==> config.mk <==
export PLATFORM = sky130hd
export DESIGN_NAME = dlc_display_control
export DESIGN_NICKNAME = d
export VERILOG_FILES = /design/src/rtl/dlc_pkg.sv /design/src/rtl/dlc_display_control.sv /design/src/rtl/dlc_frame_counter.sv
export SDC_FILE = /design/constraint.sdc
export NUM_CORES = 1
export LEC_CHECK = 0
export ABC_AREA = 1
export ABC_CLOCK_PERIOD_IN_PS = 3300
export BUFFER_PORTS_ARGS = -buffer_cell sky130_fd_sc_hd__clkbuf_2
export CORE_MARGIN = 1.5
export CORE_UTILIZATION = 40
export DETAILED_ROUTE_END_ITERATION = 10
export PLACE_DENSITY = 0.63
export SLEW_MARGIN = 20
export SYNTH_ARGS = -nofsm -noshare
export SYNTH_HDL_FRONTEND = slang
export SYNTH_SLANG_ARGS = --single-unit
==> constraint.sdc <==
create_clock -name clock -period 3.3 [get_ports clock]
set_input_delay 0.33 -clock clock [delete_from_list [all_inputs] [get_ports clock]]
set_output_delay 0.33 -clock clock [all_outputs]
set_load 0.02 [all_outputs]
==> src/rtl/dlc_pkg.sv <==
// package for the display layer and cursor control block
package dlc_pkg;

  localparam logic [15:0] DLC_ADDR_ENABLE = 16'h8009;
  localparam logic [15:0] DLC_ADDR_ATTR = 16'h800a;
  localparam int DLC_ENABLE_BIT = 0;
  localparam logic [7:0] DLC_ENABLE_RST = 8'h00;
  localparam logic [7:0] DLC_ATTR_RST = 8'h00;

  localparam int DLC_THIRD_LSB = 6;
  localparam int DLC_SECOND_LSB = 4;
  localparam int DLC_FIRST_LSB = 2;
  localparam int DLC_CURSOR_LSB = 0;

  localparam logic [1:0] DLC_VIS_BLANK = 2'h0;
  localparam logic [1:0] DLC_VIS_STEADY = 2'h1;
  localparam logic [1:0] DLC_VIS_SLOW = 2'h2;
  localparam logic [1:0] DLC_VIS_FAST = 2'h3;

  // flash periods in frames, and the cursor duty in percent
  localparam int DLC_BLOCK_SLOW_DIV = 32;
  localparam int DLC_BLOCK_FAST_DIV = 4;
  localparam int DLC_CURSOR_SLOW_DIV = 32;
  localparam int DLC_CURSOR_FAST_DIV = 64;
  localparam int DLC_CURSOR_DUTY_PCT = 70;
  // visible frames per cursor period, rounded down
  localparam int DLC_CURSOR_SLOW_ON = (DLC_CURSOR_SLOW_DIV * DLC_CURSOR_DUTY_PCT) / 100;
  localparam int DLC_CURSOR_FAST_ON = (DLC_CURSOR_FAST_DIV * DLC_CURSOR_DUTY_PCT) / 100;
  localparam int DLC_FRAME_CNT_W = 6;

  typedef struct packed {
    logic [1:0] third;
    logic [1:0] second;
    logic [1:0] first;
    logic [1:0] cursor;
  } dlc_attr_t;

  typedef struct packed {
    logic cursor;
    logic fourth;
    logic third;
    logic second;
    logic first;
  } dlc_vis_t;

  typedef struct packed {
    logic wr;
    logic rd;
    logic [15:0] addr;
    logic [7:0] wdata;
  } dlc_regbus_t;

  typedef struct packed {
    logic strobe;
    logic displayOn;
    logic [7:0] param;
  } dlc_cmd_t;

endpackage

==> src/rtl/dlc_display_control.sv <==
// display enable, layer attributes, flash timing and cursor stepping
`timescale 1ns/1ps
`default_nettype none
module dlc_display_control
  import dlc_pkg::*;
#(
  parameter int ADDR_W = 16
) (
  input wire logic clock,
  input wire logic sys_rst,
  input wire logic clkEn,
  input wire dlc_regbus_t regBus,
  output logic [7:0] regRdata,
  input wire dlc_cmd_t switchCmd,
  input wire logic powerSaveEnter,
  input wire logic dualPanel,
  input wire logic frameStart,
  input wire logic memWrite,
  input wire logic memRead,
  input wire logic cursorLoad,
  input wire logic [ADDR_W-1:0] cursorLoadAddr,
  output logic displayOn,
  output dlc_vis_t visible,
  output logic [ADDR_W-1:0] cursorAddr,
  output logic [7:0] attrOut
);

  typedef struct packed {
    logic enable;
    dlc_attr_t attr;
    logic [ADDR_W-1:0] cursorPos;
    dlc_vis_t vis;
    logic [7:0] rdata;
  } dlc_state_t;

  dlc_state_t st_r;
  dlc_state_t st_nxt;
  logic [DLC_FRAME_CNT_W-1:0] frameCnt;

  localparam logic [DLC_FRAME_CNT_W-1:0] BLK_SLOW_MASK =
    DLC_FRAME_CNT_W'(DLC_BLOCK_SLOW_DIV - 1);
  localparam logic [DLC_FRAME_CNT_W-1:0] BLK_FAST_MASK =
    DLC_FRAME_CNT_W'(DLC_BLOCK_FAST_DIV - 1);
  localparam logic [DLC_FRAME_CNT_W-1:0] CUR_SLOW_MASK =
    DLC_FRAME_CNT_W'(DLC_CURSOR_SLOW_DIV - 1);
  localparam logic [DLC_FRAME_CNT_W-1:0] CUR_FAST_MASK =
    DLC_FRAME_CNT_W'(DLC_CURSOR_FAST_DIV - 1);
  localparam logic [DLC_FRAME_CNT_W-1:0] CUR_SLOW_ON = DLC_FRAME_CNT_W'(DLC_CURSOR_SLOW_ON);
  localparam logic [DLC_FRAME_CNT_W-1:0] CUR_FAST_ON = DLC_FRAME_CNT_W'(DLC_CURSOR_FAST_ON);

  dlc_frame_counter #(
    .CNT_W(DLC_FRAME_CNT_W)
  ) uFrameCounter (
    .clock(clock),
    .sys_rst(sys_rst),
    .clkEn(clkEn),
    .frameStart(frameStart),
    .frameCnt(frameCnt)
  );

  // blocks flash with an even duty: lit for the first half of each period
  function automatic logic blockVisible(input logic [1:0] field,
                                        input logic [DLC_FRAME_CNT_W-1:0] cnt);
    logic [DLC_FRAME_CNT_W-1:0] ph;
    ph = '0;
    blockVisible = 1'b0;
    case (field)
      DLC_VIS_BLANK: blockVisible = 1'b0;
      DLC_VIS_STEADY: blockVisible = 1'b1;
      DLC_VIS_SLOW: begin
        ph = cnt & BLK_SLOW_MASK;
        blockVisible = (ph < DLC_FRAME_CNT_W'(DLC_BLOCK_SLOW_DIV / 2));
      end
      DLC_VIS_FAST: begin
        ph = cnt & BLK_FAST_MASK;
        blockVisible = (ph < DLC_FRAME_CNT_W'(DLC_BLOCK_FAST_DIV / 2));
      end
      default: blockVisible = 1'b0;
    endcase
  endfunction

  function automatic logic cursorVisible(input logic [1:0] field,
                                         input logic [DLC_FRAME_CNT_W-1:0] cnt);
    cursorVisible = 1'b0;
    case (field)
      DLC_VIS_BLANK: cursorVisible = 1'b0;
      DLC_VIS_STEADY: cursorVisible = 1'b1;
      DLC_VIS_SLOW: cursorVisible = ((cnt & CUR_SLOW_MASK) < CUR_SLOW_ON);
      DLC_VIS_FAST: cursorVisible = ((cnt & CUR_FAST_MASK) < CUR_FAST_ON);
      default: cursorVisible = 1'b0;
    endcase
  endfunction

  function automatic logic hitAddr(input dlc_regbus_t bus, input logic [15:0] addr);
    hitAddr = (bus.addr == addr);
  endfunction

  dlc_attr_t attrAfterHost;
  logic [DLC_FRAME_CNT_W-1:0] nextCnt;

  always_comb begin
    st_nxt = st_r;
    attrAfterHost = st_r.attr;
    // the phase for the frame now starting is the count after this pulse
    nextCnt = frameCnt + 1'b1;

    // master enable: power save entry beats any set in the same cycle
    if (regBus.wr && hitAddr(regBus, DLC_ADDR_ENABLE)) begin
      st_nxt.enable = regBus.wdata[DLC_ENABLE_BIT];
    end
    if (switchCmd.strobe) begin
      st_nxt.enable = switchCmd.displayOn;
    end
    if (powerSaveEnter) begin
      st_nxt.enable = 1'b0;
    end

    if (regBus.wr && hitAddr(regBus, DLC_ADDR_ATTR)) begin
      attrAfterHost = dlc_attr_t'(regBus.wdata);
    end
    if (switchCmd.strobe) begin
      attrAfterHost = dlc_attr_t'(switchCmd.param);
    end
    st_nxt.attr = attrAfterHost;
    // a write to memory wakes a blanked cursor in steady mode
    if (memWrite && attrAfterHost.cursor == DLC_VIS_BLANK) begin
      st_nxt.attr.cursor = DLC_VIS_STEADY;
    end

    if (cursorLoad) begin
      st_nxt.cursorPos = cursorLoadAddr;
    end else if (memWrite || memRead) begin
      st_nxt.cursorPos = st_r.cursorPos + 1'b1;
    end

    // visibility only moves at frame start so mid frame a layer changes only with the master enable
    if (frameStart) begin
      st_nxt.vis.first = blockVisible(st_r.attr.first, nextCnt);
      st_nxt.vis.second = blockVisible(st_r.attr.second, nextCnt);
      st_nxt.vis.third = blockVisible(st_r.attr.third, nextCnt);
      st_nxt.vis.fourth = dualPanel && blockVisible(st_r.attr.second, nextCnt);
      st_nxt.vis.cursor = cursorVisible(st_r.attr.cursor, nextCnt);
    end

    st_nxt.rdata = 8'h00;
    if (regBus.rd) begin
      if (hitAddr(regBus, DLC_ADDR_ENABLE)) begin
        st_nxt.rdata = {7'h00, st_r.enable};
      end else if (hitAddr(regBus, DLC_ADDR_ATTR)) begin
        st_nxt.rdata = st_r.attr;
      end
    end else begin
      st_nxt.rdata = st_r.rdata;
    end
  end

  always_ff @(posedge clock) begin
    if (sys_rst) begin
      st_r.enable <= DLC_ENABLE_RST[DLC_ENABLE_BIT];
      st_r.attr <= dlc_attr_t'(DLC_ATTR_RST);
      st_r.cursorPos <= '0;
      st_r.vis <= '0;
      st_r.rdata <= 8'h00;
    end else if (clkEn) begin
      st_r <= st_nxt;
    end
  end

  assign displayOn = st_r.enable;
  // the master bit masks every layer and the cursor at once
  assign visible = st_r.enable ? st_r.vis : '0;
  assign cursorAddr = st_r.cursorPos;
  assign attrOut = st_r.attr;
  assign regRdata = st_r.rdata;

endmodule
`default_nettype wire

==> src/rtl/dlc_frame_counter.sv <==
// free-running frame counter that paces all flashing
`timescale 1ns/1ps
`default_nettype none
module dlc_frame_counter
  import dlc_pkg::*;
#(
  parameter int CNT_W = DLC_FRAME_CNT_W
) (
  input wire logic clock,
  input wire logic sys_rst,
  input wire logic clkEn,
  input wire logic frameStart,
  output logic [CNT_W-1:0] frameCnt
);

  typedef struct packed {
    logic [CNT_W-1:0] cnt;
  } dlc_fc_state_t;

  dlc_fc_state_t st_r;
  dlc_fc_state_t st_nxt;

  always_comb begin
    st_nxt = st_r;
    if (frameStart) begin
      st_nxt.cnt = st_r.cnt + 1'b1;
    end
  end

  always_ff @(posedge clock) begin
    if (sys_rst) begin
      st_r <= '0;
    end else if (clkEn) begin
      st_r <= st_nxt;
    end
  end

  assign frameCnt = st_r.cnt;

endmodule
`default_nettype wire

# [Word level (Yosys, flattened, before mapping)]
# Cells that the tools add are included.
[word_totals] elab_cells=67 out_inout_bits=38 input_bits=61 ff_bits=44
[op_classes] n_lt_le_gt_ge=4 eq_ne=14 addsub=2 n_reduce_logical=18 mux=16
[ops] operator="== test 16 bit, second input constant" n=2
[ops] operator="2-to-1 mux 16 bit" n=2
[ops] operator="2-to-1 mux 8 bit" n=4
[ops] operator="adder 16 x 1 -> 16 bit, second input constant" n=1
[ops] operator="== test 2 bit, second input constant" n=8
[ops] operator="case mux 1 bit (4 select lines)" n=4
[ops] operator="logical NOT 2 bit" n=5
[ops] operator="< comparator 5 bit, second input constant" n=2
[ops] operator="AND reduction 2 bit" n=5
[ops] operator="== test 2 x 1 -> 1 bit, second input constant" n=4
[ops] operator="adder 6 x 1 -> 6 bit, second input constant" n=1
[ops] operator="< comparator 6 bit, second input constant" n=1
[ops] operator="2-to-1 mux 5 bit" n=1
[ops] operator="logical AND 1 bit" n=4
[ops] operator="2-to-1 mux 1 bit" n=4
[ops] operator="nonzero test 2 bit" n=2
[ops] operator="nonzero test 3 bit" n=1
[ops] operator="< comparator 2 bit, second input constant" n=1
[ops] operator="2-to-1 mux 2 bit" n=1
[ops] operator="logical OR 1 bit" n=1

# [Depth between registers and ports, before layout]
[depth] ltp_word=7 depth_mapped=10 ltp_nobuf=10

# [Hierarchy]
# Synthesis repeated with hierarchy kept, for this count alone.
[hier_totals] hier_cells=436 hier_area_um2=2871.5
[modules_own_cells] mod="dlc_display_control" area_each_um2=2586.2 cells_each=398 n_inst=1 seq_area_each_um2=760.7
[modules_own_cells] mod="dlc_frame_counter" area_each_um2=285.3 cells_each=38 n_inst=1 seq_area_each_um2=120.1

# [Worst setup path after synthesis]
# OpenSTA, ideal clock, no wires.
[synth_timing] kind="register to register" start="register st_r, in the netlist cursorAddr[0]" end="register st_r, in the netlist cursorAddr[14]" period_less_slack_ns=1.408 stages_incl_launch_ff=9 setup_slack_ns=1.892 setup_time_ns=0.132 arrival_ns=1.276 t_required_ns=3.168 path_buffers=0 path_cell_list="dfxtp_1 ha_1 nand2_1 nor3_1 nand3_1 nand2_1 nand3_1 nand2_1 a21oi_1"
[synth_between] elab_chain_len=3
[synth_lines] element="start: declaration" line_no="dlc_display_control.sv:36" text="dlc_state_t st_r;"
[synth_lines] element="start signal: assignment" line_no="dlc_display_control.sv:165" text="st_r <= st_nxt;"
[synth_lines] element="adder 16 x 1 -> 16 bit" line_no="dlc_display_control.sv:133" text="st_nxt.cursorPos = st_r.cursorPos + 1'b1;"
[synth_lines] element="2-to-1 mux 16 bit" line_no="dlc_display_control.sv:132" text="end else if (memWrite || memRead) begin"
[synth_lines] element="2-to-1 mux 16 bit" line_no="dlc_display_control.sv:130" text="if (cursorLoad) begin"
# Every way passes these cells. The select of a mux whose other input is x is not followed.
# A chain may end at the register's enable or synchronous reset.

# [Worst setup path after layout]
# Same ends and word-level chain as after synthesis.

==> metrics.txt <==
Final HPWL DP around 5.4 mm; Yosys top cell area share 31.3%; Worst Hold Class in -> reg; Setup Skew 0.0133 ns; gp weighted congestion 0.813; 1st-iter DRT viols 128; final hold violations 0; TritonCTS clock tree done; DP Area 3110 um2; worst-path cell chain ha_1, nand2_1, nor3_1, nand3_1, nand2_1, nand3_1, nand2_1, a21oi_1; Distinct cells, synth 36; Initial Utilization 41.4%; Clock power frac 30.7%; post_cts resized 0; hold_sp dualPanel; hold path cells 3; drt pass-1 iters 4; Synth Warn # 0; CP Max Fanout 6; met3 WL post-DR 419 um; total wire length around 7 mm; clk root buf clkbuf_8; P_int between 800 and 900 uW; CP Data Arrival Time 1.86 ns; Sw Share 31.0%; Top Layer Used met4; Metal-1 WL ~3.1 mm; Final setup viols 0; XOR/XNOR Fraction of Synth Area 2.18%; Async SR Flop Fraction 0%; ranking of synthesized cells by area dfxtp_1, nand2_1, buf_4, a21oi_1, nor2_1; post-route design area 3200 um2; Diodes inserted 0; H-tree depth 2; final core utilization 47.1%; top-count cell post-synth nand2_1; max_cap viols 0; residual DRC count 0; routed via count 2,905; sequential share of power 50.4%; Max Slew Vio Count 0; largest family of logic cells by synthesized area simple AND/OR/NAND/NOR gates; FF+latch count, synth 44; global-route wire length before repair 11.9 mm; Core Region 6790 um2; # port buffers 98; mux cell area share after synthesis 0%; combinational share of power 18.9%; FMAX 0.589 GHz; Die Area 7540 um2; Synth Area in Adders less than 1%; RSZ-0062 raised after global routing false; most common library cells after synthesis nand2_1, a21oi_1, dfxtp_1; antenna violations before repair 0; Worst Path Class, Setup reg -> reg; Synth Flop Type dfxtp_1; sequential area share after synthesis 31.3%; CP required 3.47 ns; Die Height 86.8 um; Core Rows 30; outcome finished clean; CP peak stage delay about 0.42 ns; pwr/cell area 368 nW/um2; Wirelength per Cell about 12 um; Reg-to-Reg End cursorAddr[14]; Syn Nets 485; Final period util 51.4%; Post-Synthesis Cell Area 2810 um2; cells after synthesis 422; CTS buffer count 5; Psw between 300 and 400 uW; die width 86.8 um; worst reg2reg path depth 8; largest net degree at the start of global routing 31; WL met2 3.48 mm; mean cell area of the mapped netlist 6.66 um2; P_leak between 1 and 1.5 nW; clk_lat worst skew 0.30 ns; Layout area overhead 13.9%; Setup TNS Final 0 ns; most used cell along the critical path nand2_1; TritonCTS Sinks 44; worst hold path endpoint st_r[11]; Ports 99; Routed Antenna Nets 0; register clock-pin slew on the reported worst setup and hold paths 0.09 ns; GRT Overall Usage around 20%; Setup crit start kind register; vias in the first global route between 2,000 and 3,000; Synth area leader dfxtp_1; Slowest-stage cell, CP dfxtp_1; Post-synth EDFFs 0; VDD IR max around 0.15 mV; Final nets approximately 550; post-CTS setup buffers 0; CP Capture Type register; CTS Buffer Depth 2; worst-margin pin slew 0.733 ns; layout cell share with drive strength beyond 1 26.7%; gr ovfl total 0; Synth Area in Simple Gates 30.4%; DR vias/cell approximately 5; Compound-Gate Fraction of Synth Area between 10% and 20%; Slew HR about half; fin crit period 1.70 ns; FF-to-FF Start cursorAddr[0]; R2R Setup Slk around 1.6 ns; Post-CTS Hold Buffers 0
## critical path, delay by kind of cell (launching register included)
kind                     cells  cell delay, ns
adder cells (fa/ha/maj)      1            0.26
AO/OA/AOI/OAI                1            0.05
AND/OR/NAND/NOR              6            0.82
flip-flops                   1            0.42
## metrics by stage
stage | setup WS, ns | total power, mW | hold slack, ns | cells
floorplan | 1.89 | 0.768 | 0.446 | 422
global placement | 1.48 | 0.825 | 0.452 | 572
detailed placement | 1.44 | 0.828 | 0.455 | 572
CTS | 1.60 | 1.19 | 0.265 | 580
global route | 1.35 | 1.25 | 0.253 | 580
finish | 1.60 | 1.18 | 0.268 | 580
## cell type report
type,count,area [um2]
clock buffer,6,82.6
clock inverter,2,10.0
fill,735,3590
inverter,42,158
multi-input combinational,291,1450
sequential,44,881
tap,96,120
timing repair buffer,99,498
## layer usage
layer	GRT usage (%)	vias up
met2	34.0	81
met5	0	-
met4	6.89	0
met1	24.3	1337
met3	4.38	12
li1	-	1475
## layout by cell type (no fill, tap or decap)
cell type and instances:
clkbuf_2 98, nand2_1 91, a21oi_1 46, dfxtp_1 44, nor2_1 41, inv_1 38, nand3_1 29, o21ai_0 21
nor3_1 8, xor2_1 6, a21oi_2 6, nand4_1 6, clkbuf_8 6, o211ai_1 5, o21ai_1 4, nand3b_1 3
nand2_2 3, nor2_2 3, inv_2 3, nor2_4 2, a31oi_1 2, or2_0 2, or2_2 2, a221oi_1 2
a211oi_1 2, ha_1 2, clkinv_2 2, xnor2_1 1, clkinv_1 1, nand3_4 1, a21oi_4 1, nor3_2 1
o22ai_1 1, buf_4 1
## registers in the layout (all words and copies together) (netlist names)
register and cells:
cursorAddr 16, attrOut 8, regRdata 8, uFrameCounter.frameCnt 6, st_r 5, displayOn 1
## worst max path at each step
stage                        from        endpoint  slack (ns)  cells past startpoint
floorplan           cursorAddr[0]  cursorAddr[14]        1.89                      8
global placement       cursorLoad   cursorAddr[6]        1.48                      7
detailed placement     cursorLoad   cursorAddr[6]        1.44                      7
CTS                 cursorAddr[0]  cursorAddr[14]        1.60                      8
global route        cursorAddr[0]  cursorAddr[14]        1.35                      8
finish              cursorAddr[0]  cursorAddr[14]        1.60                      8
## cells by family (layout without fill, tap and decap cells)
family          Yosys count  count (layout)
fa+ha+maj                 2               2
xor+xnor                  7               7
buf+inv                  87             149
simple gates            192             192
compound gates           90              90
flops                    44              44
## power by group through the flow
stage / combinational, mW / sequential, mW / clock [mW]
2_1_floorplan: 0.174 / 0.594 / 0
3_3_place_gp: 0.221 / 0.604 / 0
3_5_place_dp: 0.223 / 0.605 / 0
4_1_cts: 0.224 / 0.593 / 0.374
5_1_grt: 0.250 / 0.598 / 0.401
6_report: 0.222 / 0.593 / 0.362
No activity file was read; power rests on OpenSTA's default activity.
